--- src/logic/gpm_pkg.sv ---
// Package for the six-pin port function multiplexer
package gpm_pkg;

  // ----------------------------------------
  // Sizes and reset values
  // ----------------------------------------
  localparam int          NUM_PINS     = 6;
  localparam logic [5:0]  DATA_RST     = 6'h00;
  localparam logic [5:0]  DIR_RST      = 6'h00;
  localparam logic [5:0]  PULL_RST     = 6'h00;
  localparam logic [5:0]  WAKE_RST     = 6'h00;
  localparam logic [1:0]  STRAP_DEBUG  = 2'h1;
  localparam logic [1:0]  STRAP_PROG   = 2'h2;

  // ----------------------------------------
  // Pin positions
  // ----------------------------------------
  localparam int PIN_TW_CLK  = 0;
  localparam int PIN_TW_DAT  = 1;
  localparam int PIN_SEL     = 2;
  localparam int PIN_TX      = 3;
  localparam int PIN_RX      = 4;
  localparam int PIN_SCK     = 5;

  typedef enum logic [1:0] {
    GPM_BOOT_NORMAL = 2'b00,
    GPM_BOOT_DEBUG  = 2'b01,
    GPM_BOOT_PROG   = 2'b10
  } gpm_boot_t;

  typedef enum logic [1:0] {
    GPM_ST_SAMPLE = 2'b00,
    GPM_ST_RUN    = 2'b01
  } gpm_state_t;

  // Software configuration of the port
  typedef struct packed {
    logic [5:0] data;
    logic [5:0] dir_out;
    logic [5:0] pull_up;
    logic [5:0] pull_down;
    logic [5:0] wake_en;
  } gpm_cfg_t;

  // Alternate function enables
  typedef struct packed {
    logic twowire_port_enable;
    logic uart_en;
    logic uart_mode0;
    logic spi_en;
    logic spi_master;
    logic spi_dma;
    logic pulse_timer_en;
    logic radio_tx_pin_enable;
    logic test_en;
  } gpm_func_t;

  // Outputs of on-chip peripherals toward pins
  typedef struct packed {
    logic tw_clk_oe_n;
    logic tw_dat_oe_n;
    logic uart_txd;
    logic uart_rxclk;
    logic spi_sel;
    logic spi_mosi;
    logic spi_miso;
    logic spi_sck;
    logic pulse_channel_zero;
    logic pulse_channel_one;
    logic radio_bit;
    logic test_out_zero;
    logic test_out_one;
  } gpm_periph_t;

  // Pin levels delivered to peripherals
  typedef struct packed {
    logic tw_clk;
    logic tw_dat;
    logic uart_rxd;
    logic spi_sel;
    logic spi_mosi;
    logic spi_miso;
    logic spi_sck;
    logic external_system_clock_in;
  } gpm_pin_in_t;

endpackage

--- src/logic/gpm_port_mux.sv ---
// Six-pin port with alternate function multiplexing and boot strap
`timescale 1ns/1ns
module gpm_port_mux (
  input  wire logic                 CORE_CLK,
  input  wire logic                 NRST,
  input  wire gpm_pkg::gpm_cfg_t    CFG_WR_DATA,
  input  wire logic                 CFG_WR,
  input  wire logic                 LOW_POWER,
  input  wire gpm_pkg::gpm_func_t   FUNC,
  input  wire gpm_pkg::gpm_periph_t PERIPH,
  input  wire logic [5:0]           PIN_IN,
  output logic [5:0]                PIN_OUT,
  output logic [5:0]                PIN_OE_N,
  output logic [5:0]                PIN_PULL_UP,
  output logic [5:0]                PIN_PULL_DOWN,
  output gpm_pkg::gpm_cfg_t         CFG_RD_DATA,
  output logic [5:0]                PIN_STATE,
  output gpm_pkg::gpm_pin_in_t      PERIPH_IN,
  output logic [1:0]                BOOT_MODE,
  output logic                      BOOT_VALID,
  output logic                      WAKE
);
  import gpm_pkg::*;

  // ----------------------------------------
  // Input synchronisers
  // ----------------------------------------
  logic [5:0] sync1_r;
  logic [5:0] sync2_r;
  logic [5:0] prev_r;

  always_ff @(posedge CORE_CLK or negedge NRST) begin
    if (!NRST) begin
      sync1_r <= 6'h00;
      sync2_r <= 6'h00;
      prev_r  <= 6'h00;
    end else begin
      sync1_r <= PIN_IN;
      sync2_r <= sync1_r;
      prev_r  <= sync2_r;
    end
  end

  // ----------------------------------------
  // Configuration store
  // ----------------------------------------
  gpm_cfg_t cfg_r;

  always_ff @(posedge CORE_CLK or negedge NRST) begin
    if (!NRST) begin
      cfg_r <= '{DATA_RST, DIR_RST, PULL_RST, PULL_RST, WAKE_RST};
    end else if (CFG_WR && !LOW_POWER) begin
      cfg_r <= CFG_WR_DATA;
    end
  end

  // ----------------------------------------
  // Boot strap sampling
  // ----------------------------------------
  gpm_state_t state_r;
  logic [1:0] boot_r;
  logic [1:0] settle_r;

  always_ff @(posedge CORE_CLK or negedge NRST) begin
    if (!NRST) begin
      state_r  <= GPM_ST_SAMPLE;
      boot_r   <= GPM_BOOT_NORMAL;
      settle_r <= 2'h0;
    end else begin
      case (state_r)
        GPM_ST_SAMPLE: begin
          // Wait for two-stage synchroniser to fill
          if (settle_r == 2'h2) begin
            state_r <= GPM_ST_RUN;
            if (sync2_r[1:0] == STRAP_DEBUG) begin
              boot_r <= GPM_BOOT_DEBUG;
            end else if (sync2_r[1:0] == STRAP_PROG) begin
              boot_r <= GPM_BOOT_PROG;
            end else begin
              boot_r <= GPM_BOOT_NORMAL;
            end
          end else begin
            settle_r <= settle_r + 2'h1;
          end
        end
        GPM_ST_RUN: state_r <= GPM_ST_RUN;
        default:    state_r <= GPM_ST_SAMPLE;
      endcase
    end
  end

  // ----------------------------------------
  // Pin function selection
  // ----------------------------------------
  logic [5:0] out_nxt;
  logic [5:0] drv_nxt;
  logic [5:0] pu_nxt;

  // ----------------------------------------
  // Pin claim decoding
  // ----------------------------------------
  // High when a higher-priority function owns pins 3 and 4
  function automatic logic mid_pins_taken(input gpm_func_t f);
    mid_pins_taken = f.test_en || f.spi_en || f.uart_en;
  endfunction

  always_comb begin
    out_nxt = cfg_r.data;
    drv_nxt = cfg_r.dir_out;
    pu_nxt  = cfg_r.pull_up;
    if (FUNC.twowire_port_enable) begin
      // Open drain: drive low only; pull-up kept from software
      out_nxt[PIN_TW_CLK] = 1'b0;
      drv_nxt[PIN_TW_CLK] = !PERIPH.tw_clk_oe_n;
      out_nxt[PIN_TW_DAT] = 1'b0;
      drv_nxt[PIN_TW_DAT] = !PERIPH.tw_dat_oe_n;
    end
    if (FUNC.spi_en) begin
      // Select and clock stay with the serial port when test owns pins 3/4
      out_nxt[PIN_SEL] = PERIPH.spi_sel;
      drv_nxt[PIN_SEL] = FUNC.spi_master && FUNC.spi_dma;
      out_nxt[PIN_SCK] = PERIPH.spi_sck;
      drv_nxt[PIN_SCK] = FUNC.spi_master;
    end
    if (FUNC.test_en) begin
      out_nxt[PIN_TX] = PERIPH.test_out_zero;
      drv_nxt[PIN_TX] = 1'b1;
      out_nxt[PIN_RX] = PERIPH.test_out_one;
      drv_nxt[PIN_RX] = 1'b1;
    end else if (FUNC.spi_en) begin
      out_nxt[PIN_TX]  = PERIPH.spi_mosi;
      drv_nxt[PIN_TX]  = FUNC.spi_master;
      out_nxt[PIN_RX]  = PERIPH.spi_miso;
      drv_nxt[PIN_RX]  = !FUNC.spi_master;
    end else if (FUNC.uart_en) begin
      out_nxt[PIN_TX] = PERIPH.uart_txd;
      drv_nxt[PIN_TX] = 1'b1;
      out_nxt[PIN_RX] = PERIPH.uart_rxclk;
      drv_nxt[PIN_RX] = FUNC.uart_mode0;
    end
    if (FUNC.pulse_timer_en) begin
      out_nxt[PIN_SEL] = PERIPH.pulse_channel_zero;
      drv_nxt[PIN_SEL] = 1'b1;
      if (!mid_pins_taken(FUNC)) begin
        out_nxt[PIN_RX] = PERIPH.pulse_channel_one;
        drv_nxt[PIN_RX] = 1'b1;
      end
    end
    if (FUNC.radio_tx_pin_enable) begin
      out_nxt[PIN_SEL] = PERIPH.radio_bit;
      drv_nxt[PIN_SEL] = 1'b1;
    end
  end

  // ----------------------------------------
  // Registered pin and status outputs
  // ----------------------------------------
  always_ff @(posedge CORE_CLK or negedge NRST) begin
    if (!NRST) begin
      PIN_OUT       <= 6'h00;
      PIN_OE_N      <= 6'h3F;
      PIN_PULL_UP   <= 6'h00;
      PIN_PULL_DOWN <= 6'h00;
    end else begin
      PIN_OUT       <= out_nxt;
      PIN_OE_N      <= ~drv_nxt;
      PIN_PULL_UP   <= pu_nxt;
      PIN_PULL_DOWN <= cfg_r.pull_down;
    end
  end

  // Readback of configuration and pin levels
  always_ff @(posedge CORE_CLK or negedge NRST) begin
    if (!NRST) begin
      CFG_RD_DATA <= '0;
      PIN_STATE   <= 6'h00;
    end else begin
      CFG_RD_DATA <= cfg_r;
      PIN_STATE   <= sync2_r;
    end
  end

  // ----------------------------------------
  // Boot mode status
  // ----------------------------------------
  always_ff @(posedge CORE_CLK or negedge NRST) begin
    if (!NRST) begin
      BOOT_MODE  <= GPM_BOOT_NORMAL;
      BOOT_VALID <= 1'b0;
    end else begin
      BOOT_MODE  <= boot_r;
      BOOT_VALID <= (state_r == GPM_ST_RUN);
    end
  end

  // ----------------------------------------
  // Wake detection
  // ----------------------------------------
  // Any level change on a wake-enabled pin, after synchronisation
  always_ff @(posedge CORE_CLK or negedge NRST) begin
    if (!NRST) begin
      WAKE <= 1'b0;
    end else begin
      WAKE <= |((sync2_r ^ prev_r) & cfg_r.wake_en);
    end
  end

  // ----------------------------------------
  // Pin levels toward peripherals
  // ----------------------------------------
  always_ff @(posedge CORE_CLK or negedge NRST) begin
    if (!NRST) begin
      PERIPH_IN <= '0;
    end else begin
      PERIPH_IN.tw_clk   <= sync2_r[PIN_TW_CLK];
      PERIPH_IN.tw_dat   <= sync2_r[PIN_TW_DAT];
      PERIPH_IN.uart_rxd <= sync2_r[PIN_RX];
      PERIPH_IN.spi_sel  <= sync2_r[PIN_SEL];
      PERIPH_IN.spi_mosi <= sync2_r[PIN_TX];
      PERIPH_IN.spi_miso <= sync2_r[PIN_RX];
      PERIPH_IN.spi_sck  <= sync2_r[PIN_SCK];
      PERIPH_IN.external_system_clock_in <= sync2_r[PIN_SCK];
    end
  end

endmodule

--- config.mk ---
export PLATFORM = sky130hd
export DESIGN_NAME = gpm_port_mux
export DESIGN_NICKNAME = d
export VERILOG_FILES = /design/src/logic/gpm_pkg.sv /design/src/logic/gpm_port_mux.sv
export SDC_FILE = /design/constraint.sdc
export NUM_CORES = 1
export LEC_CHECK = 0
export ABC_CLOCK_PERIOD_IN_PS = 1900
export BUFFER_PORTS_ARGS = -buffer_cell sky130_fd_sc_hd__buf_2
export CAP_MARGIN = 10
export CORE_MARGIN = 4
export CORE_UTILIZATION = 51
export DETAILED_ROUTE_END_ITERATION = 10
export GPL_ROUTABILITY_DRIVEN = 0
export GPL_TIMING_DRIVEN = 0
export PLACE_DENSITY = 0.92
export SYNTH_ARGS = -nofsm -noshare
export SYNTH_HDL_FRONTEND = slang
export SYNTH_SLANG_ARGS = --single-unit
--- constraint.sdc ---
create_clock -name CORE_CLK -period 1.9 [get_ports CORE_CLK]
set_input_delay 0.38 -clock CORE_CLK [delete_from_list [all_inputs] [get_ports CORE_CLK]]
set_output_delay 0.38 -clock CORE_CLK [all_outputs]
set_load 0.02 [all_outputs]
# [Word-level counts from Yosys, hierarchy flattened]
# Cells that the tools add are included.
[op_classes] n_addsub=1 n_eq_ne=5 mux=24 bitwise_logic=4 reduce_logical=12
[op_table] operator="$mux 2" n=11
[op_table] operator="$mux 1" n=12
[op_table] operator="$and 6x6->6" n=1
[op_table] operator="$not 6->6" n=1
[op_table] operator="$reduce_or 6->1" n=1
[op_table] operator="$xor 6x6->6" n=1
[op_table] operator="$eq 2x1->1 const B" n=2
[op_table] operator="$eq 2x2->1 const B" n=2
[op_table] operator="$logic_not 1->1" n=4
[op_table] operator="$pmux 2 s2" n=1
[op_table] operator="$reduce_and 2->1" n=2
[op_table] operator="$add 2x1->2 const B" n=1
[op_table] operator="$logic_and 1x1->1" n=2
[op_table] operator="$logic_not 2->1" n=1
[op_table] operator="$logic_or 1x1->1" n=2
[op_table] operator="$ne 2x2->1 const B" n=1
[op_table] operator="$not 1->1" n=1
[totals] ff_bits=106 in_bits=62 output_inout_bits=72

# [Longest topological paths before layout]
# Gate-level depths: netlist of the first run.
[depth] word_depth=6 mapped_depth=6 ltp_nobuf=5

# [Worst setup path after synthesis of the first run]
# Ideal clock, no wire load.
[synth_path] kind="register to register" from="register settle_r[0]" to="register settle_r[0]" arrival_ps=1007 t_required_ps=1777 slack_ps=770 stages_incl_launch_ff=6 period_less_slack_ps=1130 cell_sequence="dfrtp_1 > inv_1 > ha_1 > or2_0 > clkbuf_1 > xnor2_1"
[synth_between] elab_chain_cells=3
[synth_lines] element="from (decl)" line_no="gpm_port_mux.sv:62" text="logic [1:0] settle_r;"
[synth_lines] element="from (signal assigned)" line_no="gpm_port_mux.sv:83" text="settle_r <= settle_r + 2'h1;"
[synth_lines] element="$eq 2x2->1" line_no="gpm_port_mux.sv:73" text="if (settle_r == 2'h2) begin"
[synth_lines] element="$not 1->1 (no source line)"
[synth_lines] element="$reduce_and 2->1 (no source line)"
# Parallel ways exist; a longest one is shown, timed or not.
# A chain may end at the register's enable or synchronous reset.

==> results of run 1 <==
registers in the layout, indices dropped and copies added, names as in the netlist:
| name | flops |
|---|---|
| CFG_RD_DATA | 30 |
| state_r | 1 |
| PERIPH_IN | 1 |
| boot_r | 2 |
| PIN_OE_N | 6 |
| settle_r | 2 |
| cfg_r | 24 |
| BOOT_VALID | 1 |
| pu_nxt | 6 |
| PIN_OUT | 6 |
| sync2_r | 6 |
| sync1_r | 6 |
| WAKE | 1 |
| BOOT_MODE | 2 |
| PIN_STATE | 5 |
stage by stage:
stage | area, um^2 | instances
floorplan | 3398 | 213
global placement | 4160 | 423
detailed placement | 4190 | 424
CTS | 4389 | 440
global route | 4389 | 440
finish | 4389 | 440
cell families (layout without fill, tap and decap cells):
family,count (synthesis),after routing,share of synthesized area
mux,36,36,0.1182
simple gates,27,27,0.04307
flops,99,99,0.7312
buf+inv,29,179,0.05854
fa+ha+maj,1,1,0.003681
xor+xnor,7,7,0.01804
compound gates,14,14,0.02724
routing by layer:
layer | share of wire | up-vias | global-route usage | wire [um]
met5 | 0 | - | 0 | 0
met4 | 0.0090 | 0 | 0.05683 | 57
met3 | 0.094 | 7 | 0.05657 | 595
met2 | 0.51 | 87 | 0.2859 | 3250
met1 | 0.39 | 1025 | 0.1874 | 2452
li1 | - | 977 | - | -
worst reg2reg max path, cell delays in order, from the launching register on:
cell	delay, ns
dfrtp_1	0.37
inv_1	0.05
ha_1	0.20
or2_0	0.22
clkbuf_1	0.14
nand2_1	0.08
o21ai_1	0.06
path summary, 6_finish.rpt:
check	endpoint	slack [ns]
min reg2reg	sync2_r[0]	0.36
max in group asynchronous	PIN_OE_N[5]	1.17
max	PERIPH_IN[5]	0.46
max reg2reg	settle_r[1]	0.67
min	BOOT_MODE[1]	0.02
min in group CORE_CLK	sync1_r[4]	0.14
placed cells by master, fill, tap and decap left out:
master / synthesis / routed
nor3_1: 5 / 5
nor2b_4: 1 / 1
nor2_1: 4 / 4
o21ai_1: 2 / 2
ha_1: 1 / 1
nor2b_1: 5 / 5
buf_4: 24 / 25
inv_6: 0 / 1
a21oi_1: 1 / 1
clkbuf_1: 1 / 1
clkbuf_8: 0 / 9
xnor2_1: 1 / 1
nand3b_1: 2 / 2
mux2_1: 1 / 1
nor2b_2: 1 / 1
inv_8: 0 / 1
a22oi_1: 3 / 3
bufinv_16: 0 / 1
a221o_1: 1 / 1
mux2i_1: 3 / 3
dfstp_2: 6 / 6
buf_2: 0 / 132
a2111oi_2: 1 / 1
buf_16: 0 / 1
clkinv_2: 0 / 2
nand3_1: 1 / 1
o21ai_0: 6 / 6
nand2_1: 7 / 7
dfrtp_1: 93 / 93
inv_1: 4 / 4
mux2_2: 32 / 32
xor2_1: 6 / 6
clkinvlp_4: 0 / 2
or2_0: 1 / 1
final cells by class:
cell class | count | area share
clock inverter | 7 | 0.01710
buffer | 25 | 0.04190
sequential | 99 | 0.5661
multi-input combinational | 85 | 0.1628
inverter | 4 | 0.003421
tap | 77 | 0.02195
timing repair buffer | 134 | 0.1585
clock buffer | 9 | 0.02822
report_power, final:
group	leakage (nW)	switching (mW)	internal, mW
combinational	0.934	0.445	0.347
clock	0.0975	0.720	0.618
sequential	1.15	0.114	2.35
total	2.18	1.28	3.32
==> results.toml, run 1 <==
[status]
status = "finished, final reports clean"

[clock_network]
ctsHoldBuffers = 0
clock_latency_ns = 0.34
clk_pin_slew_ns = 0.10
cts-root-buf = "clkbuf_8"
cts_setup_buffers = 0
cts.repair.resized = 0
cts_max_path_buffers = 2
cts_inserted_buffers = 9
cts_tree = "yes"
clock-sinks = 99
h-tree-depth = 3

[sta]
timing.final.ws_setup_ns = 0.4648
rsz0062_at_grt = "no"
holdWs_ns = 0.02191
finClkSkew_ns = 0.008351
fin_crit_sh = 0.7554
hold_viol = 0
drv_slew = 0
min_period_ns = 1.435
worst-slew-pin-transition_ns = 0.5803
relSlewSlack = 0.6131
fin_tns_setup_ns = 0
clock.fmax_mhz = 696.8
finalSetupViolCount = 0

[placement]
port_buffers = 133
dpl.hpwl_um = 4859
place_ws_ns = 0.5385

[synthesis]
synth.cell_area_um2 = 3398
async_flop_share = 1.000
synth_edf_count = 0
synth_cells = 213
synth.largest_area_cell = "dfrtp_1"
synth_area_leaders = "dfrtp_1, mux2_2, buf_4"
synth-seq-cells = 99
ys_types = 26
yosysSeqAreaShare = 0.7312
synthDominantCellAreaShare = 0.6848
synth_warnings = 0
synth_ff_type = "dfrtp_1"
yosysMostFrequentCell = "dfrtp_1"
synth.avg_cell_area_um2 = 15.95
syn-num-nets = 276
synthTopCellsByCount = "dfrtp_1, mux2_2, buf_4, nand2_1"

[setup_path]
worst-endpoint-arrival_ns = 1.06
path_delay_family = "flip-flops"
startpoint = "PIN_STATE[4]"
crit_type = "register to output pin"
path_depth = 2
required_ns = 1.52
worst-path-max-fanout = 4
path_buf_inv = 2
cp-end-kind = "output pin"
cpPeakStageDelay_ns = 0.43
cpMaxStageDelayCell = "dfrtp_1"
worst-r2r-cell-count = 6
cp-start-kind = "register"
reg2reg_from = "settle_r[0]"
path_cells = "buf_4 > buf_2"

[detailed_routing]
routed_via_density = 4.764
wl_um = 6355
postRouteAntennaNets = 0
vias = 2096
drtIter0Drc = 35
wl_per_cell_um = 14.44
drc = 0
dr.pass1.iters = 4

[layout]
num-fill-cells = 473
nNetsFinal = 421
layout-drive-gt1-share = 0.5923
seqCellArea_um2 = 2485
postLayoutCoreUtil = 0.6834
multi_input_area_um2 = 714.4
antenna_cells = 0
area_growth_pct = 29.16

[floorplan]
dieArea_um2 = 8034
num_rows = 29
dieHeight_um = 89.63
ios = 134
initial_core_util = 0.5291
core_um2 = 6422
die_x_um = 89.63

[global_route]
gr-total-overflow = 0
grt_util_all_layers = 0.1638
grt_pass1_vias = 2203
antenna_found_initial = 0
grt_pass1_wl_um = 9894
grt_max_degree = 54

[power_and_ir_drop]
power_mw = 4.597
power.density_nw_per_um2 = 1047
leakage_nw = 2.183
peakVddDrop_mv = 0.6008

[run]
maxCapViolations = 0

[min_path]
hold_class = "input port to asynchronous set/reset pin"
Power figures use the tool's default switching activity.
==> inputs of run 2 (changes only) <==
--- a/config.mk
+++ b/config.mk
@@ -5,15 +5,15 @@
 export SDC_FILE = /design/constraint.sdc
 export NUM_CORES = 1
 export LEC_CHECK = 0
-export ABC_CLOCK_PERIOD_IN_PS = 1900
+export ABC_CLOCK_PERIOD_IN_PS = 1300
 export BUFFER_PORTS_ARGS = -buffer_cell sky130_fd_sc_hd__buf_2
 export CAP_MARGIN = 10
 export CORE_MARGIN = 4
-export CORE_UTILIZATION = 51
+export CORE_UTILIZATION = 43
 export DETAILED_ROUTE_END_ITERATION = 10
 export GPL_ROUTABILITY_DRIVEN = 0
 export GPL_TIMING_DRIVEN = 0
-export PLACE_DENSITY = 0.92
+export PLACE_DENSITY = 0.84
 export SYNTH_ARGS = -nofsm -noshare
 export SYNTH_HDL_FRONTEND = slang
 export SYNTH_SLANG_ARGS = --single-unit
==> constraint.sdc (replaced) <==
create_clock -name CORE_CLK -period 1.3 [get_ports CORE_CLK]
set_input_delay 0.26 -clock CORE_CLK [delete_from_list [all_inputs] [get_ports CORE_CLK]]
set_output_delay 0.26 -clock CORE_CLK [all_outputs]
set_load 0.02 [all_outputs]
==> run 2 against run 1 <==
Net effect:
- combinational power rose by 59%
- non-clock buffer count rose by 3
- sequential share of layout area fell by 3.0 points
- register-to-register slack got worse by 0.56 ns
- sequential cell count did not move
- power rose by 50%
- sequential power rose by 47%
- highest routed layer unchanged
==> results.toml, run 2 (synthesis gave the netlist of run 1 again) <==
[sta]
min_period_ns = 1.276
clock.fmax_mhz = 783.6
rsz0062_at_grt = "yes"
holdWs_ns = 0.02781
drv_slew = 0
hold_viol = 0
finalSetupViolCount = 0
fin_tns_setup_ns = 0
relSlewSlack = 0.6059
finClkSkew_ns = 0.009590
fin_crit_sh = 0.9817
worst-slew-pin-transition_ns = 0.5911

[setup_path]
endpoint = "PERIPH_IN[1]"
rr_endpoint = "settle_r[0]"
crit_type = "register to output pin"
worst-endpoint-arrival_ns = 1.02
cp-start-kind = "register"
worst-path-max-fanout = 4
cp-end-kind = "output pin"
cpMaxStageDelayCell = "dfrtp_1"
r2r_setup_slack_ns = 0.11
required_ns = 1.04
path_cells = "buf_4 > buf_6"
reg2reg_from = "settle_r[0]"
cpPeakStageDelay_ns = 0.41
worst-r2r-cell-count = 5
startpoint = "PERIPH_IN[0]"

[clock_network]
h-tree-depth = 3
cts_tree = "yes"
cts-root-buf = "clkbuf_8"
cts_max_path_buffers = 2
clock-sinks = 99
cts_inserted_buffers = 9
clk_pin_slew_ns = 0.08
clock_latency_ns = 0.35

[layout]
largest_reg_flops = 30
antenna_cells = 0
num-fill-cells = 623
nNetsFinal = 424
layout-drive-gt1-share = 0.5792
most-common-layout-cells = "buf_2, dfrtp_1, mux2_2, buf_6, buf_4"
multi_input_area_um2 = 714.4
regMostFlops = "CFG_RD_DATA"
final_common_cell = "buf_2"
area_growth_pct = 36.38
top_regs = "CFG_RD_DATA: 30 flops, cfg_r: 24 flops"
seqCellArea_um2 = 2485

[global_route]
grt_util_all_layers = 0.1481
grt_pass1_wl_um = 11120
antenna_found_initial = 0
gr-total-overflow = 0
grt_max_degree = 55
grt_pass1_vias = 2315

[power_and_ir_drop]
internal_power_mw = 5.002
p_seq_frac = 0.525
peakVddDrop_mv = 0.6464
clock_power_share = 0.291
p_sw_mw = 1.879
comb_power_share = 0.184
swShare = 0.2731
power.density_nw_per_um2 = 1485
leakage_nw = 2.253

[detailed_routing]
wl_um = 6620
dr.pass1.iters = 4
wl_per_cell_um = 14.15
vias = 2081
drtIter0Drc = 23
drc = 0
routed_via_density = 4.447
postRouteAntennaNets = 0

[floorplan]
num_rows = 32
initial_core_util = 0.4421
dieHeight_um = 96.90
dieArea_um2 = 9390
core_um2 = 7687
die_x_um = 96.90
ios = 134

[placement]
dpl.hpwl_um = 4983
port_buffers = 133

[status]
status = "finished, final reports clean"

[min_path]
hold_class = "input port to register"

[run]
maxCapViolations = 0
==> run 2: worst min path at each step <==
stage / to / depth (start not counted) / start
2_1_floorplan: BOOT_MODE[0] / 0 / NRST
3_3_place_gp: sync2_r[4] / 0 / sync1_r[4]
3_5_place_dp: CFG_RD_DATA[0] / 1 / NRST
4_1_cts: sync1_r[1] / 1 / PIN_IN[1]
5_1_grt: sync1_r[2] / 1 / PIN_IN[2]
6_report: sync1_r[2] / 1 / PIN_IN[2]
==> run 2: final cells by class <==
class / count / share of cell area
clock inverters: 6 / 0.01539
well taps: 102 / 0.02754
flip-flops and latches: 99 / 0.5362
multi-input cells: 85 / 0.1542
plain buffers: 17 / 0.02754
clock buffers: 10 / 0.02970
inverters: 4 / 0.003240
repair buffers: 145 / 0.2063
==> run 2: worst max-delay path, delay by kind of cell (launching register included) <==
kind | cells | cell delay, ns
buffers and inverters | 2 | 0.26
DFF | 1 | 0.41
==> run 2: metal layers <==
layer | global-route usage | wire length (um) | vias up
met5 | 0 | 0 | -
met4 | 0.04536 | 86 | 0
met3 | 0.05552 | 583 | 11
met2 | 0.2558 | 3414 | 87
met1 | 0.1710 | 2536 | 1000
li1 | - | - | 983
==> run 2: through the flow <==
step	worst slack, ns	power [mW]	util	instance area [um^2]	cells
6_report	0.02381	6.882	0.6029	4634	468
5_1_grt	-0.02795	7.240	0.6029	4634	468
4_1_cts	0.0006162	6.895	0.5926	4556	472
3_5_place_dp	0.1039	4.852	0.5492	4222	449
3_3_place_gp	-0.9082	4.787	0.5452	4192	448
2_1_floorplan	0.1700	4.324	-	3398	213
==> run 2: repair_timing <==
item,in CTS,in global routing
buffers inserted,4,1
gates resized for setup,21,32
hold buffers,4,2
endpoints found under the hold margin,48,2
endpoints found under the setup margin,14,25
gates cloned,0,0
==> run 2: power by group through the flow <==
stage               Combinational, mW  Sequential, mW  Clock, mW
global placement                 1.14            3.65          0
global route                     1.35            3.67       2.22
finish                           1.26            3.62       2.00
detailed placement               1.18            3.67          0
CTS                              1.23            3.61       2.06
floorplan                       0.434            3.89          0
==> inputs of run 3 (changes only) <==
--- a/config.mk
+++ b/config.mk
@@ -5,15 +5,15 @@
 export SDC_FILE = /design/constraint.sdc
 export NUM_CORES = 1
 export LEC_CHECK = 0
-export ABC_CLOCK_PERIOD_IN_PS = 1300
+export ABC_CLOCK_PERIOD_IN_PS = 1500
 export BUFFER_PORTS_ARGS = -buffer_cell sky130_fd_sc_hd__buf_2
 export CAP_MARGIN = 10
 export CORE_MARGIN = 4
-export CORE_UTILIZATION = 43
+export CORE_UTILIZATION = 51
 export DETAILED_ROUTE_END_ITERATION = 10
 export GPL_ROUTABILITY_DRIVEN = 0
 export GPL_TIMING_DRIVEN = 0
-export PLACE_DENSITY = 0.84
+export PLACE_DENSITY = 0.92
 export SYNTH_ARGS = -nofsm -noshare
 export SYNTH_HDL_FRONTEND = slang
 export SYNTH_SLANG_ARGS = --single-unit
==> constraint.sdc (replaced) <==
create_clock -name CORE_CLK -period 1.5 [get_ports CORE_CLK]
set_input_delay 0.3 -clock CORE_CLK [delete_from_list [all_inputs] [get_ports CORE_CLK]]
set_output_delay 0.3 -clock CORE_CLK [all_outputs]
set_load 0.02 [all_outputs]
==> run 3 against run 2 <==
Net effect:
- sequential share of layout area increased by 2.9 points
- largest cell class unchanged
- setup slack improved by 0.12 ns
- clock-buffer cell count decreased by 1
- die area decreased by 14%
- power decreased by 15%
==> results.toml, run 3 (synthesis gave the netlist of run 1 again) <==
[clock_network]
clock_latency_ns = 0.34
clock-sinks = 99
clk_pin_slew_ns = 0.10
cts.repair.resized = 0
cts_inserted_buffers = 9
cts_max_path_buffers = 2
cts_setup_buffers = 0
cts_tree = "yes"
cts-root-buf = "clkbuf_8"
h-tree-depth = 3

[placement]
placed_area_um2 = 4190
dpl.hpwl_um = 4859
placed_cells = 424
port_buffers = 133
place_ws_ns = 0.2185

[detailed_routing]
wl_um = 6368
drc = 0
drtIter0Drc = 37
dr.pass1.iters = 4
vias = 2100
wl_per_cell_um = 14.44
routed_via_density = 4.762
postRouteAntennaNets = 0

[setup_path]
worst-endpoint-arrival_ns = 1.06
cp-start-kind = "register"
crit_type = "register to output pin"
worst-path-max-fanout = 4
r2r_setup_slack_ns = 0.27
required_ns = 1.20
cp-end-kind = "output pin"

[layout]
final_cells = 441
most-common-layout-cells = "buf_2, dfrtp_1, mux2_2, buf_4, clkbuf_8"
largest_reg_flops = 30
postLayoutCoreUtil = 0.6850
area_growth_pct = 29.46
layout-drive-gt1-share = 0.5907
regMostFlops = "CFG_RD_DATA"
num-fill-cells = 472
design_area_um2 = 4399
antenna_cells = 0
nNetsFinal = 422
final_common_cell = "buf_2"
top_regs = "CFG_RD_DATA: 30 flops, cfg_r: 24 flops"

[sta]
worst-slew-pin-transition_ns = 0.5815
finalSetupViolCount = 0
hold_viol = 0
timing.final.ws_setup_ns = 0.1448
finClkSkew_ns = 0.008351
relSlewSlack = 0.6124
rsz0062_at_grt = "no"
fin_crit_sh = 0.9035
drv_slew = 0
clock.fmax_mhz = 737.9
min_period_ns = 1.355

[floorplan]
core_um2 = 6422
dieHeight_um = 89.63
die_x_um = 89.63
initial_core_util = 0.5291
num_rows = 29
ios = 134
dieArea_um2 = 8034

[min_path]
hold_class = "input port to register"

[global_route]
grt_util_all_layers = 0.1642
grt_max_degree = 54
grt_pass1_vias = 2215
antenna_found_initial = 0
gr-total-overflow = 0
grt_pass1_wl_um = 9922

[power_and_ir_drop]
leakage_nw = 2.187
power.density_nw_per_um2 = 1324
peakVddDrop_mv = 0.7611

[status]
status = "finished, final reports clean"

[run]
maxCapViolations = 0
[run 3: where the power goes]
group | switching [mW] | internal [mW] | total [mW] | leakage, nW
Clock | 0.912 | 0.783 | 1.70 | 0.0975
Combinational | 0.564 | 0.442 | 1.01 | 0.938
Sequential | 0.145 | 2.98 | 3.12 | 1.15
[run 3: area by class of cell]
| type | instances | area (um^2) | share of cell area |
|---|---|---|---|
| clock buffers | 9 | 123.9 | 0.02816 |
| inverters | 4 | 15.01 | 0.003413 |
| flip-flops and latches | 99 | 2485 | 0.5648 |
| plain buffers | 25 | 183.9 | 0.04181 |
| multi-input cells | 85 | 714.4 | 0.1624 |
| clock inverters | 7 | 75.07 | 0.01706 |
| well taps | 77 | 96.34 | 0.02190 |
| repair buffers | 135 | 705.7 | 0.1604 |
[run 3: critical path, stage by stage, from the launching register on]
cell,delay [ns]
dfrtp_1,0.43
buf_4,0.14
buf_2,0.15
[run 3: path summary, 6_finish.rpt]
path	startpoint	endpoint	depth (start not counted)
hold reg to reg	sync1_r[0]	sync2_r[0]	0
min in group asynchronous	NRST	BOOT_MODE[1]	2
max in group asynchronous	NRST	PIN_OE_N[5]	3
hold / removal	PIN_IN[4]	sync1_r[4]	1
setup reg to reg	settle_r[0]	settle_r[1]	6
setup / recovery	PIN_STATE[4]	PERIPH_IN[5]	2
[run 3: metal layers]
layer	share of wire	vias up	GRT usage	routed length [um]
li1	-	979	-	-
met1	0.39	1027	0.1874	2455
met2	0.51	87	0.2872	3260
met3	0.093	7	0.05657	595
met4	0.0090	0	0.05683	57
met5	0	-	0	0
[run 3: repair_timing]
item / CTS / global route
setup endpoints to repair: 0 / 0
endpoints found under the hold margin: 41 / 0
hold buffers: 1 / 0
[run 3: per-stage QoR]
step | setup TNS (ns) | total power [mW] | hold slack [ns]
after floorplan | 0 | 3.748 | 0.004409
after global placement | -67.96 | 4.142 | 0.3339
after detailed placement | 0 | 4.206 | 0.3347
after CTS | 0 | 5.879 | 0.03879
after global routing | 0 | 6.105 | 0.02518
final | 0 | 5.826 | 0.05535
